### src/tfc_regs.svh
`ifndef TFC_REGS_SVH
`define TFC_REGS_SVH

// Byte offsets of the registers on the bus.
`define TFC_OFS_FORMAT 4'h0
`define TFC_OFS_CTRL 4'h4
`define TFC_OFS_DATA 4'h8

// Field positions in the transfer format control register.
`define TFC_BIT_ORDER 7
`define TFC_BIT_WAIT 6
`define TFC_BIT_PROTECT 3
`define TFC_RSV_ONES 3'h7

// Field positions in the control register.
`define TFC_BIT_I2C 0
`define TFC_BIT_MASTER 1
`define TFC_BIT_START 2

// Reset values.
`define TFC_RST_COUNT 3'h0
`define TFC_RST_TXDATA 8'h00

// Frame lengths for counter code zero in each format.
`define TFC_I2C_FULL 4'h9
`define TFC_CSI_FULL 4'h8

// Timing: system clock period and one transfer clock, both in ns.
`define TFC_CLK_NS 8
`define TFC_XFER_CLK_NS 125
// Wait extension is two transfer clocks, a least time so it rounds up.
`define TFC_WAIT_CYC ((2 * `TFC_XFER_CLK_NS + `TFC_CLK_NS - 1) / `TFC_CLK_NS)

`endif

### src/tfc_pkg.sv
`default_nettype none

package tfc_pkg;

	// States of the serial shift engine.
	typedef enum logic [1:0]
	{
		TFC_IDLE = 2'b00,
		TFC_SHIFT = 2'b01,
		TFC_WAIT = 2'b10
	} tfc_state_e;

	// Three-bit transfer bit count code.
	typedef logic [2:0] tfc_code_t;

	// Count of bits still to move in a frame.
	typedef logic [3:0] tfc_left_t;

endpackage

`default_nettype wire

### src/tfc_top.sv
// Decided for this implementation: register access over Avalon-MM and the register offsets.
`timescale 1ns/10ps
`default_nettype none
`include "tfc_regs.svh"

module tfc_top
(
	input wire logic REF_CLK,
	input wire logic RSTN,
	input wire logic [3:0] ADDRESS,
	input wire logic READ,
	input wire logic WRITE,
	input wire logic [31:0] WRITEDATA,
	input wire logic [3:0] BYTEENABLE,
	output logic [31:0] READDATA,
	output logic WAITREQUEST,
	input wire logic SCL_IN,
	output logic SCL_OUT,
	output logic SCL_OE,
	input wire logic SDA_IN,
	output logic SDA_OUT,
	output logic SDA_OE
);

	// ------------------------------------------------------------
	// Signals
	// ------------------------------------------------------------
	localparam int WAIT_CYC = `TFC_WAIT_CYC; // Length of the clock-low wait.

	tfc_pkg::tfc_state_e state; // Shift engine state.
	tfc_pkg::tfc_code_t count; // Stored transfer bit count code.
	tfc_pkg::tfc_left_t left; // Bits still to move in the frame.
	logic order; // One selects least significant bit first.
	logic wait_en; // One asks for the wait before acknowledge.
	logic i2c_mode; // One selects I2C format, zero synchronous format.
	logic master; // One selects master mode.
	logic [7:0] tx_data; // Byte to send.
	logic [7:0] rx_data; // Byte received.
	logic [8:0] shreg; // Outgoing shift register.
	logic [5:0] wait_cnt; // Cycles left in the wait.
	logic [1:0] pin_lvl; // Clean pin levels, clock in bit zero.
	logic [1:0] pin_rise; // Rising edges of the pins.
	logic [1:0] pin_fall; // Falling edges of the pins.
	logic bus_go; // The access completes at this edge.
	logic wr_fmt; // Write to the format register completes.
	logic wr_ctrl; // Write to the control register completes.
	logic start; // Software asks for a frame.
	logic frame_end; // The last bit of the frame was sampled.
	logic bit_out; // Bit currently presented on the data line.
	logic wait_take; // The engine enters the wait now.
	logic seen_rise; // A clock rise was seen in this frame, so falls now shift.
	logic [2:0] code_rd; // Count field as software reads it.
	logic [31:0] next_rdata; // Read data for the pending access.

	// Access ends at the edge where the request meets a low wait request.
	assign bus_go = (READ || WRITE) && !WAITREQUEST;
	assign wr_fmt = bus_go && WRITE && BYTEENABLE[0] && (ADDRESS == `TFC_OFS_FORMAT);
	assign wr_ctrl = bus_go && WRITE && BYTEENABLE[0] && (ADDRESS == `TFC_OFS_CTRL);
	assign start = wr_ctrl && WRITEDATA[`TFC_BIT_START] && (state == tfc_pkg::TFC_IDLE);
	assign frame_end = (state == tfc_pkg::TFC_SHIFT) && pin_rise[0] && (left == 4'h1);
	assign bit_out = order ? shreg[0] : shreg[8];
	// The wait only exists in I2C master mode, before the acknowledge bit.
	assign wait_take = (state == tfc_pkg::TFC_SHIFT) && pin_fall[0] && (left == 4'h1)
		&& i2c_mode && master && wait_en;

	// ------------------------------------------------------------
	// Pin synchroniser
	// ------------------------------------------------------------
	tfc_pin_sync u_sync
	(
		.clk(REF_CLK),
		.rst_n(RSTN),
		.pin({SDA_IN, SCL_IN}),
		.level(pin_lvl),
		.rise(pin_rise),
		.fall(pin_fall)
	);

	// Frame length in bits for a count code in the chosen format.
	function automatic tfc_pkg::tfc_left_t frame_len(input logic [2:0] code, input logic i2c);
		if (i2c)
		begin
			frame_len = (code == 3'h0) ? `TFC_I2C_FULL : {1'b0, code} + 4'h1;
		end
		else
		begin
			frame_len = (code == 3'h0) ? `TFC_CSI_FULL : {1'b0, code};
		end
	endfunction

	// Remaining bits turned back into a count code for reading.
	always_comb
	begin
		code_rd = count;
		if (state != tfc_pkg::TFC_IDLE)
		begin
			if (i2c_mode)
			begin
				code_rd = (left == `TFC_I2C_FULL) ? 3'h0 : 3'(left - 4'h1);
			end
			else
			begin
				code_rd = (left == `TFC_CSI_FULL) ? 3'h0 : left[2:0];
			end
		end
	end

	// ------------------------------------------------------------
	// Register bus
	// ------------------------------------------------------------
	// Read mux; unmapped addresses read as zero.
	always_comb
	begin
		next_rdata = 32'h0000_0000;
		if (ADDRESS == `TFC_OFS_FORMAT)
		begin
			next_rdata[7:0] = {order, wait_en, `TFC_RSV_ONES, code_rd};
		end
		else if (ADDRESS == `TFC_OFS_CTRL)
		begin
			next_rdata[2:0] = {state != tfc_pkg::TFC_IDLE, master, i2c_mode};
		end
		else if (ADDRESS == `TFC_OFS_DATA)
		begin
			next_rdata[7:0] = rx_data;
		end
	end

	// Wait request drops for one cycle after a request is seen.
	always_ff @(posedge REF_CLK or negedge RSTN)
	begin
		if (!RSTN)
		begin
			WAITREQUEST <= 1'b1;
			READDATA <= 32'h0000_0000;
		end
		else
		begin
			WAITREQUEST <= !((READ || WRITE) && WAITREQUEST);
			if (READ && WAITREQUEST)
			begin
				READDATA <= next_rdata;
			end
		end
	end

	// Format fields other than the count.
	always_ff @(posedge REF_CLK or negedge RSTN)
	begin
		if (!RSTN)
		begin
			order <= 1'b0;
			wait_en <= 1'b0;
		end
		else if (wr_fmt)
		begin
			order <= WRITEDATA[`TFC_BIT_ORDER];
			wait_en <= WRITEDATA[`TFC_BIT_WAIT];
		end
	end

	// Count code: loaded only when unprotected; otherwise cleared when a frame ends.
	always_ff @(posedge REF_CLK or negedge RSTN)
	begin
		if (!RSTN)
		begin
			count <= `TFC_RST_COUNT;
		end
		else if (wr_fmt && !WRITEDATA[`TFC_BIT_PROTECT])
		begin
			count <= WRITEDATA[2:0];
		end
		else if (frame_end)
		begin
			count <= 3'h0;
		end
	end

	// Mode and transmit data.
	always_ff @(posedge REF_CLK or negedge RSTN)
	begin
		if (!RSTN)
		begin
			i2c_mode <= 1'b0;
			master <= 1'b0;
			tx_data <= `TFC_RST_TXDATA;
		end
		else
		begin
			if (wr_ctrl)
			begin
				i2c_mode <= WRITEDATA[`TFC_BIT_I2C];
				master <= WRITEDATA[`TFC_BIT_MASTER];
			end
			if (bus_go && WRITE && BYTEENABLE[0] && (ADDRESS == `TFC_OFS_DATA))
			begin
				tx_data <= WRITEDATA[7:0];
			end
		end
	end

	// ------------------------------------------------------------
	// Shift engine
	// ------------------------------------------------------------
	// Data moves out on clock falls and in on clock rises.
	always_ff @(posedge REF_CLK or negedge RSTN)
	begin
		if (!RSTN)
		begin
			state <= tfc_pkg::TFC_IDLE;
			left <= 4'h0;
			shreg <= 9'h1ff;
			rx_data <= 8'h00;
			seen_rise <= 1'b0;
			wait_cnt <= 6'h00;
			SCL_OE <= 1'b0;
		end
		else
		begin
			case (state)
				tfc_pkg::TFC_IDLE:
				begin
					if (start)
					begin
						left <= frame_len(count, i2c_mode);
						// The spare bit releases the line after the data.
						shreg <= order ? {1'b1, tx_data} : {tx_data, 1'b1};
						// The first bit already stands; the opening fall must not shift it.
						seen_rise <= 1'b0;
						state <= tfc_pkg::TFC_SHIFT;
					end
				end
				tfc_pkg::TFC_SHIFT:
				begin
					if (pin_rise[0])
					begin
						// The acknowledge bit of an I2C frame is not stored.
						if (!(i2c_mode && left == 4'h1))
						begin
							rx_data <= order ? {pin_lvl[1], rx_data[7:1]} : {rx_data[6:0], pin_lvl[1]};
						end
						left <= left - 4'h1;
						seen_rise <= 1'b1;
						if (left == 4'h1)
						begin
							state <= tfc_pkg::TFC_IDLE;
						end
					end
					else if (pin_fall[0] && seen_rise)
					begin
						// The acknowledge bit of an I2C frame leaves the data line released.
						if (i2c_mode && left == 4'h1)
						begin
							shreg <= 9'h1ff;
						end
						else
						begin
							shreg <= order ? {1'b1, shreg[8:1]} : {shreg[7:0], 1'b1};
						end
						if (wait_take)
						begin
							wait_cnt <= 6'(WAIT_CYC - 1);
							SCL_OE <= 1'b1;
							state <= tfc_pkg::TFC_WAIT;
						end
					end
				end
				tfc_pkg::TFC_WAIT:
				begin
					// Clock is held low; its edges are ignored here.
					if (wait_cnt == 6'h00)
					begin
						SCL_OE <= 1'b0;
						state <= tfc_pkg::TFC_SHIFT;
					end
					else
					begin
						wait_cnt <= wait_cnt - 6'h01;
					end
				end
				default:
				begin
					state <= tfc_pkg::TFC_IDLE;
				end
			endcase
		end
	end

	// Line drivers: data line open drain in I2C format, push-pull otherwise; clock line only ever pulled low.
	always_ff @(posedge REF_CLK or negedge RSTN)
	begin
		if (!RSTN)
		begin
			SCL_OUT <= 1'b0;
			SDA_OUT <= 1'b0;
			SDA_OE <= 1'b0;
		end
		else
		begin
			SCL_OUT <= 1'b0;
			SDA_OUT <= i2c_mode ? 1'b0 : bit_out;
			SDA_OE <= (state != tfc_pkg::TFC_IDLE) && (i2c_mode ? !bit_out : 1'b1);
		end
	end

	// ------------------------------------------------------------
	// Assertions
	// ------------------------------------------------------------
	a_msb_first_load: assert property (@(posedge REF_CLK) disable iff (!RSTN)
		(start && !order) |=> bit_out == $past(tx_data[7]))
		else $error("First bit is not the top data bit.");

	a_lsb_first_load: assert property (@(posedge REF_CLK) disable iff (!RSTN)
		(start && order) |=> bit_out == $past(tx_data[0]))
		else $error("First bit is not the bottom data bit.");

	// Counts the cycles for which the clock has been held low by the wait.
	logic [5:0] oe_run;
	always_ff @(posedge REF_CLK or negedge RSTN)
	begin
		if (!RSTN)
		begin
			oe_run <= 6'h00;
		end
		else
		begin
			oe_run <= SCL_OE ? oe_run + 6'h01 : 6'h00;
		end
	end

	a_wait_clock_low: assert property (@(posedge REF_CLK) disable iff (!RSTN)
		wait_take |=> SCL_OE [*8])
		else $error("Wait does not hold the clock low at once.");

	a_wait_length: assert property (@(posedge REF_CLK) disable iff (!RSTN)
		$fell(SCL_OE) |-> oe_run == 6'(WAIT_CYC))
		else $error("Wait does not hold the clock low for two transfer clocks.");

	a_no_wait_gap: assert property (@(posedge REF_CLK) disable iff (!RSTN)
		(state == tfc_pkg::TFC_SHIFT && pin_fall[0] && !wait_en) |=> !SCL_OE)
		else $error("Clock held low with wait cleared.");

	a_wait_mode_only: assert property (@(posedge REF_CLK) disable iff (!RSTN)
		(state == tfc_pkg::TFC_SHIFT && (!i2c_mode || !master)) |=> state != tfc_pkg::TFC_WAIT)
		else $error("Wait inserted outside I2C master mode.");

	a_reserved_ones: assert property (@(posedge REF_CLK) disable iff (!RSTN)
		(READ && WAITREQUEST && ADDRESS == `TFC_OFS_FORMAT) |=> READDATA[5:4] == 2'b11)
		else $error("Reserved format bits do not read one.");

	a_count_load: assert property (@(posedge REF_CLK) disable iff (!RSTN)
		(wr_fmt && !WRITEDATA[`TFC_BIT_PROTECT]) |=> count == $past(WRITEDATA[2:0]))
		else $error("Unprotected write did not load the count.");

	a_count_protect: assert property (@(posedge REF_CLK) disable iff (!RSTN)
		(wr_fmt && WRITEDATA[`TFC_BIT_PROTECT] && !frame_end) |=> $stable(count))
		else $error("Protected write changed the count.");

	a_protect_reads: assert property (@(posedge REF_CLK) disable iff (!RSTN)
		(READ && WAITREQUEST && ADDRESS == `TFC_OFS_FORMAT) |=> READDATA[3])
		else $error("Protect bit does not read one.");

	a_i2c_length: assert property (@(posedge REF_CLK) disable iff (!RSTN)
		(start && i2c_mode) |=> left == (($past(count) == 3'h0) ? 4'h9 : {1'b0, $past(count)} + 4'h1))
		else $error("I2C frame length wrong.");

	a_csi_length: assert property (@(posedge REF_CLK) disable iff (!RSTN)
		(start && !i2c_mode) |=> left == (($past(count) == 3'h0) ? 4'h8 : {1'b0, $past(count)}))
		else $error("Synchronous frame length wrong.");

	a_remaining_read: assert property (@(posedge REF_CLK) disable iff (!RSTN)
		(READ && WAITREQUEST && ADDRESS == `TFC_OFS_FORMAT && state == tfc_pkg::TFC_SHIFT
		&& i2c_mode && left != 4'h9) |=> READDATA[2:0] == $past(left[2:0]) - 3'h1)
		else $error("Count read does not show remaining bits.");

	a_frame_done: assert property (@(posedge REF_CLK) disable iff (!RSTN)
		(frame_end && !wr_fmt) |=> state == tfc_pkg::TFC_IDLE && count == 3'h0 && left == 4'h0)
		else $error("Frame end did not return the count to zero.");

endmodule

`default_nettype wire

### src/tfc_pin_sync.sv
`timescale 1ns/10ps
`default_nettype none

// Brings pins into the clock domain through three flip-flops per bit and
// reports clean levels and one-cycle edge pulses.
module tfc_pin_sync
(
	input wire logic clk,
	input wire logic rst_n,
	input wire logic [1:0] pin,
	output logic [1:0] level,
	output logic [1:0] rise,
	output logic [1:0] fall
);

	genvar i;

	generate
		for (i = 0; i < 2; i = i + 1)
		begin : g_bit
			logic s1; // First stage, read only by the second.
			logic s2; // Second stage.
			logic s3; // Third stage.

			// A change is accepted only once the second and third stages agree.
			always_ff @(posedge clk or negedge rst_n)
			begin
				if (!rst_n)
				begin
					s1 <= 1'b1;
					s2 <= 1'b1;
					s3 <= 1'b1;
					level[i] <= 1'b1;
					rise[i] <= 1'b0;
					fall[i] <= 1'b0;
				end
				else
				begin
					s1 <= pin[i];
					s2 <= s1;
					s3 <= s2;
					rise[i] <= (s2 == s3) && s3 && !level[i];
					fall[i] <= (s2 == s3) && !s3 && level[i];
					if (s2 == s3)
					begin
						level[i] <= s3;
					end
				end
			end
		end
	endgenerate

endmodule

`default_nettype wire

### config.mk
export PLATFORM = sky130hd
export DESIGN_NAME = tfc_top
export DESIGN_NICKNAME = d
export VERILOG_FILES = /design/src/tfc_pkg.sv /design/src/tfc_top.sv /design/src/tfc_pin_sync.sv
export VERILOG_INCLUDE_DIRS = /design/src /design/src/src
export SDC_FILE = /design/constraint.sdc
export NUM_CORES = 1
export LEC_CHECK = 0
export ABC_AREA = 1
export BUFFER_PORTS_ARGS = -buffer_cell sky130_fd_sc_hd__buf_2
export CORE_ASPECT_RATIO = 1.75
export CORE_UTILIZATION = 25
export CTS_BUF_LIST = sky130_fd_sc_hd__clkbuf_4
export DETAILED_ROUTE_END_ITERATION = 12
export PLACE_DENSITY = 0.48
export SLEW_MARGIN = 20
export SYNTH_ARGS = -nofsm -noshare
export SYNTH_HDL_FRONTEND = slang
export SYNTH_SLANG_ARGS = --single-unit
### constraint.sdc
create_clock -name REF_CLK -period 4.9 [get_ports REF_CLK]
set_clock_uncertainty 0.15 [all_clocks]
set_input_delay 0.49 -clock REF_CLK [delete_from_list [all_inputs] [get_ports REF_CLK]]
set_output_delay 0.49 -clock REF_CLK [all_outputs]
set_load 0.01 [all_outputs]
==> results.cfg <==
[run_status]
outcome = finished, final reports clean

[timing]
rsz0062_at_grt = no
worst_pin_slew_ns = 0.854
min_period_ns = 1.97
fin_ws_ns = 2.93
drv_slew = 0
hold_viol = 0
setup_violations = 0
slew_headroom_pct = 42.9
setup_tns_ns = 0
clock.fmax_mhz = 509
hold_slack_ns = 0.0679
min_period_over_period_pct = 40.1

[logic_synthesis]
synth_top_family_by_area = simple AND/OR/NAND/NOR gates
synth_most_common_cell = nand2_1
yosys.area.top_type = dfrtp_1
yosys_warnings = 0
synth_flop_cell = dfrtp_1
yosysTopAreaCellShare_pct = 33.3
synthArstFlopShare_pct = 100
synth.avg_cell_area_um2 = 8.17
synth_compound_area_share_pct = 13.0
synthSimpleGateAreaFrac_pct = 23.8
synth_fa_ha_area_share_pct = 2.99
synth_area_leaders = dfrtp_1 (33%), nand2_1 (14%), dfstp_2 (13%)
synth_xor_area_share_pct = 1.43
synth_area_um2 = 3680
yosysSeqAreaShare_pct = 46.1
synthDistinctLibCells = 36
synth_mux_area_share_pct = 1.22
syn_inst = 451
synth_seq_cells = 67
synth_edf_count = 0
yosys-top-cells-count = nand2_1 (138), dfrtp_1 (49), inv_1 (36)

[clock_network]
root_buffer = clkbuf_4
worstSkewPairLatency_ns = 0.43
htreeDepth = 3
cts-buffers-inserted = 9
cts_resized = 0
clk_path_buf_depth = 2
cts_setup_buffers = 0
cts_sinks = 67
path_clk_slew_ns = 0.11
hold_buffers = 2
cts_tree = done

[hold_path]
holdPathStages = 2
min-delay-start = READ
whs_endpoint = WAITREQUEST
hp-class = input port to flop

[floorplan]
fp-row-count = 58
initial_utilization_pct = 25.6
die_h_um = 163
ios = 83
die-width_um = 93.8
core_um2 = 14400
dieArea_um2 = 15200

[job]
maxCapViolCount = 0

[drt]
totalWireLength_mm = 8.52
drc = 0
ant_nets = 0
dr.pass1.iters = 4
drtIter0Drc = 118
vias = 2976
post_drt_wl_per_cell_um = 12.8
viasPerCell = 4.46

[placed_design]
port_buffers = 30
dp.cells = 649
place_ws_ns = 2.85
placed_cell_area_um2 = 3900
place_congestion = 0.805
place_hpwl_mm = 6.22

[setup_path]
path_buf_inv = 1
reg2reg_slack_ns = 2.93
slowest_delay_ns = 0.40
r2r_cells = 9
worstPathCellList = inv_1 > ha_1 > nand4_1 > nand2_2 > nand3_1 > nand2_1 > nand2_1 > nand2_1 > nand2_1
cp.arrival_ns = 2.14
cp_slowest_cell = dfrtp_1
r2r_end = state[0]
worstSetupEndpointType = flop
worstPathRequired_ns = 5.08
critical_path_class = flop to flop
cp_top_family = simple AND/OR/NAND/NOR gates
critical_path.max_fanout = 9
r2r_start = left[1]
worstSetupStartpointType = flop
cpMostUsedCell = nand2_1
crit_start = left[1]

[global_route]
grt_pass1_vias = 2930
grt_max_degree = 68
grt_use_total_pct = 12.2
grt_first_pass_wirelength_mm = 14.2
antenna_found_initial = 1
grt-ovfl-total = 0

[final_layout]
final_nets = 536
drive_gt1_share_pct = 19.9
fin_util_pct = 28.2
area_growth_pct = 10.2
fin_area_um2 = 4060
instances_no_fill = 668
fillCellCount = 1587

[pwr]
p_per_area_nw_per_um2 = 484
power_mw = 1.97
irDropWorstVdd_uv = 110
p_leak_nw = 1.96
-- how the worst max path moves through the flow --
| stage | cells after the start | to | slack [ns] |
|---|---|---|---|
| floorplan | 8 | count[0] | 3.31 |
| global placement | 9 | count[2] | 2.88 |
| detailed placement | 9 | count[2] | 2.85 |
| CTS | 9 | state[0] | 2.91 |
| global route | 5 | shreg[5] | 2.74 |
| finish | 9 | state[0] | 2.93 |
-- layout by cell type, fill, tap and decap left out, drive strengths merged --
cell	instances
nand2	144
o21ai	52
dfrtp	49
inv	42
buf	31
nand3	29
conb	25
nor2	25
dfstp	18
clkbuf	13
a21oi	10
ha	8
o22ai	5
o211ai	5
mux2	4
nand4	4
a31oi	4
xor2	3
xnor2	3
nor3	2
dlygate4sd3	2
clkinv	2
diode	1
or2	1
a22oi	1
o31ai	1
maj3	1
a21o	1
o21bai	1
bufinv	1
-- power by group --
| part | total, mW | leakage [nW] | internal (mW) | switching, mW |
|---|---|---|---|---|
| clock | 0.375 | 0.0794 | 0.177 | 0.198 |
| sequential | 0.876 | 0.812 | 0.733 | 0.143 |
| combinational | 0.715 | 1.07 | 0.261 | 0.454 |
-- routing by layer --
metal  global-route usage, %  share of wire, %  routed length (µm)  vias to the layer above
met4                    6.01               2.4                 205                        0
met1                    13.0                40                3430                     1421
met3                    2.52               3.3                 282                       15
met5                       0                 0                   0                        -
met2                    22.1                54                4610                       66
li1                        -                 -                   -                     1474
-- registers in the layout (all words and copies together) (netlist names), 2 cells and up --
| name | flops |
|---|---|
| u_sync.g_bit.s2 | 2 |
| READDATA | 8 |
| u_sync.g_bit.s1 | 2 |
| left | 4 |
| u_sync.g_bit.s3 | 2 |
| tx_data | 8 |
| u_sync.level | 2 |
| state | 2 |
| count | 3 |
| wait_cnt | 6 |
| rx_data | 8 |
| shreg | 9 |
-- area by class of cell --
type                            instances  area [µm²]  area share (%)
Timing Repair Buffer                   33         178            4.38
Sequential cell                        67        1700            41.9
Multi-Input combinational cell        329        1660            40.9
Tap cell                              180         225            5.55
Inverter                               42         158            3.89
Clock inverter                          3        38.8           0.956
Clock buffer                           13        97.6            2.41
Antenna cell                            1        2.50          0.0617
-- worst register-to-register path: stages (launching register included) --
cell	delay [ns]
dfrtp_1	0.40
inv_1	0.13
ha_1	0.22
nand4_1	0.29
nand2_2	0.33
nand3_1	0.11
nand2_1	0.10
nand2_1	0.05
nand2_1	0.05
nand2_1	0.05
-- cells by family (layout without fill, tap and decap cells) --
family,Yosys count,count (layout)
AOI/OAI and AO/OA,80,80
xor gates and xnor gates,6,6
adders and majority gates,9,9
buffers and inverters,79,91
DFF,67,67
muxes,4,4
other,1,26
and+or+nand+nor,205,205
Power figures use the tool's default switching activity.
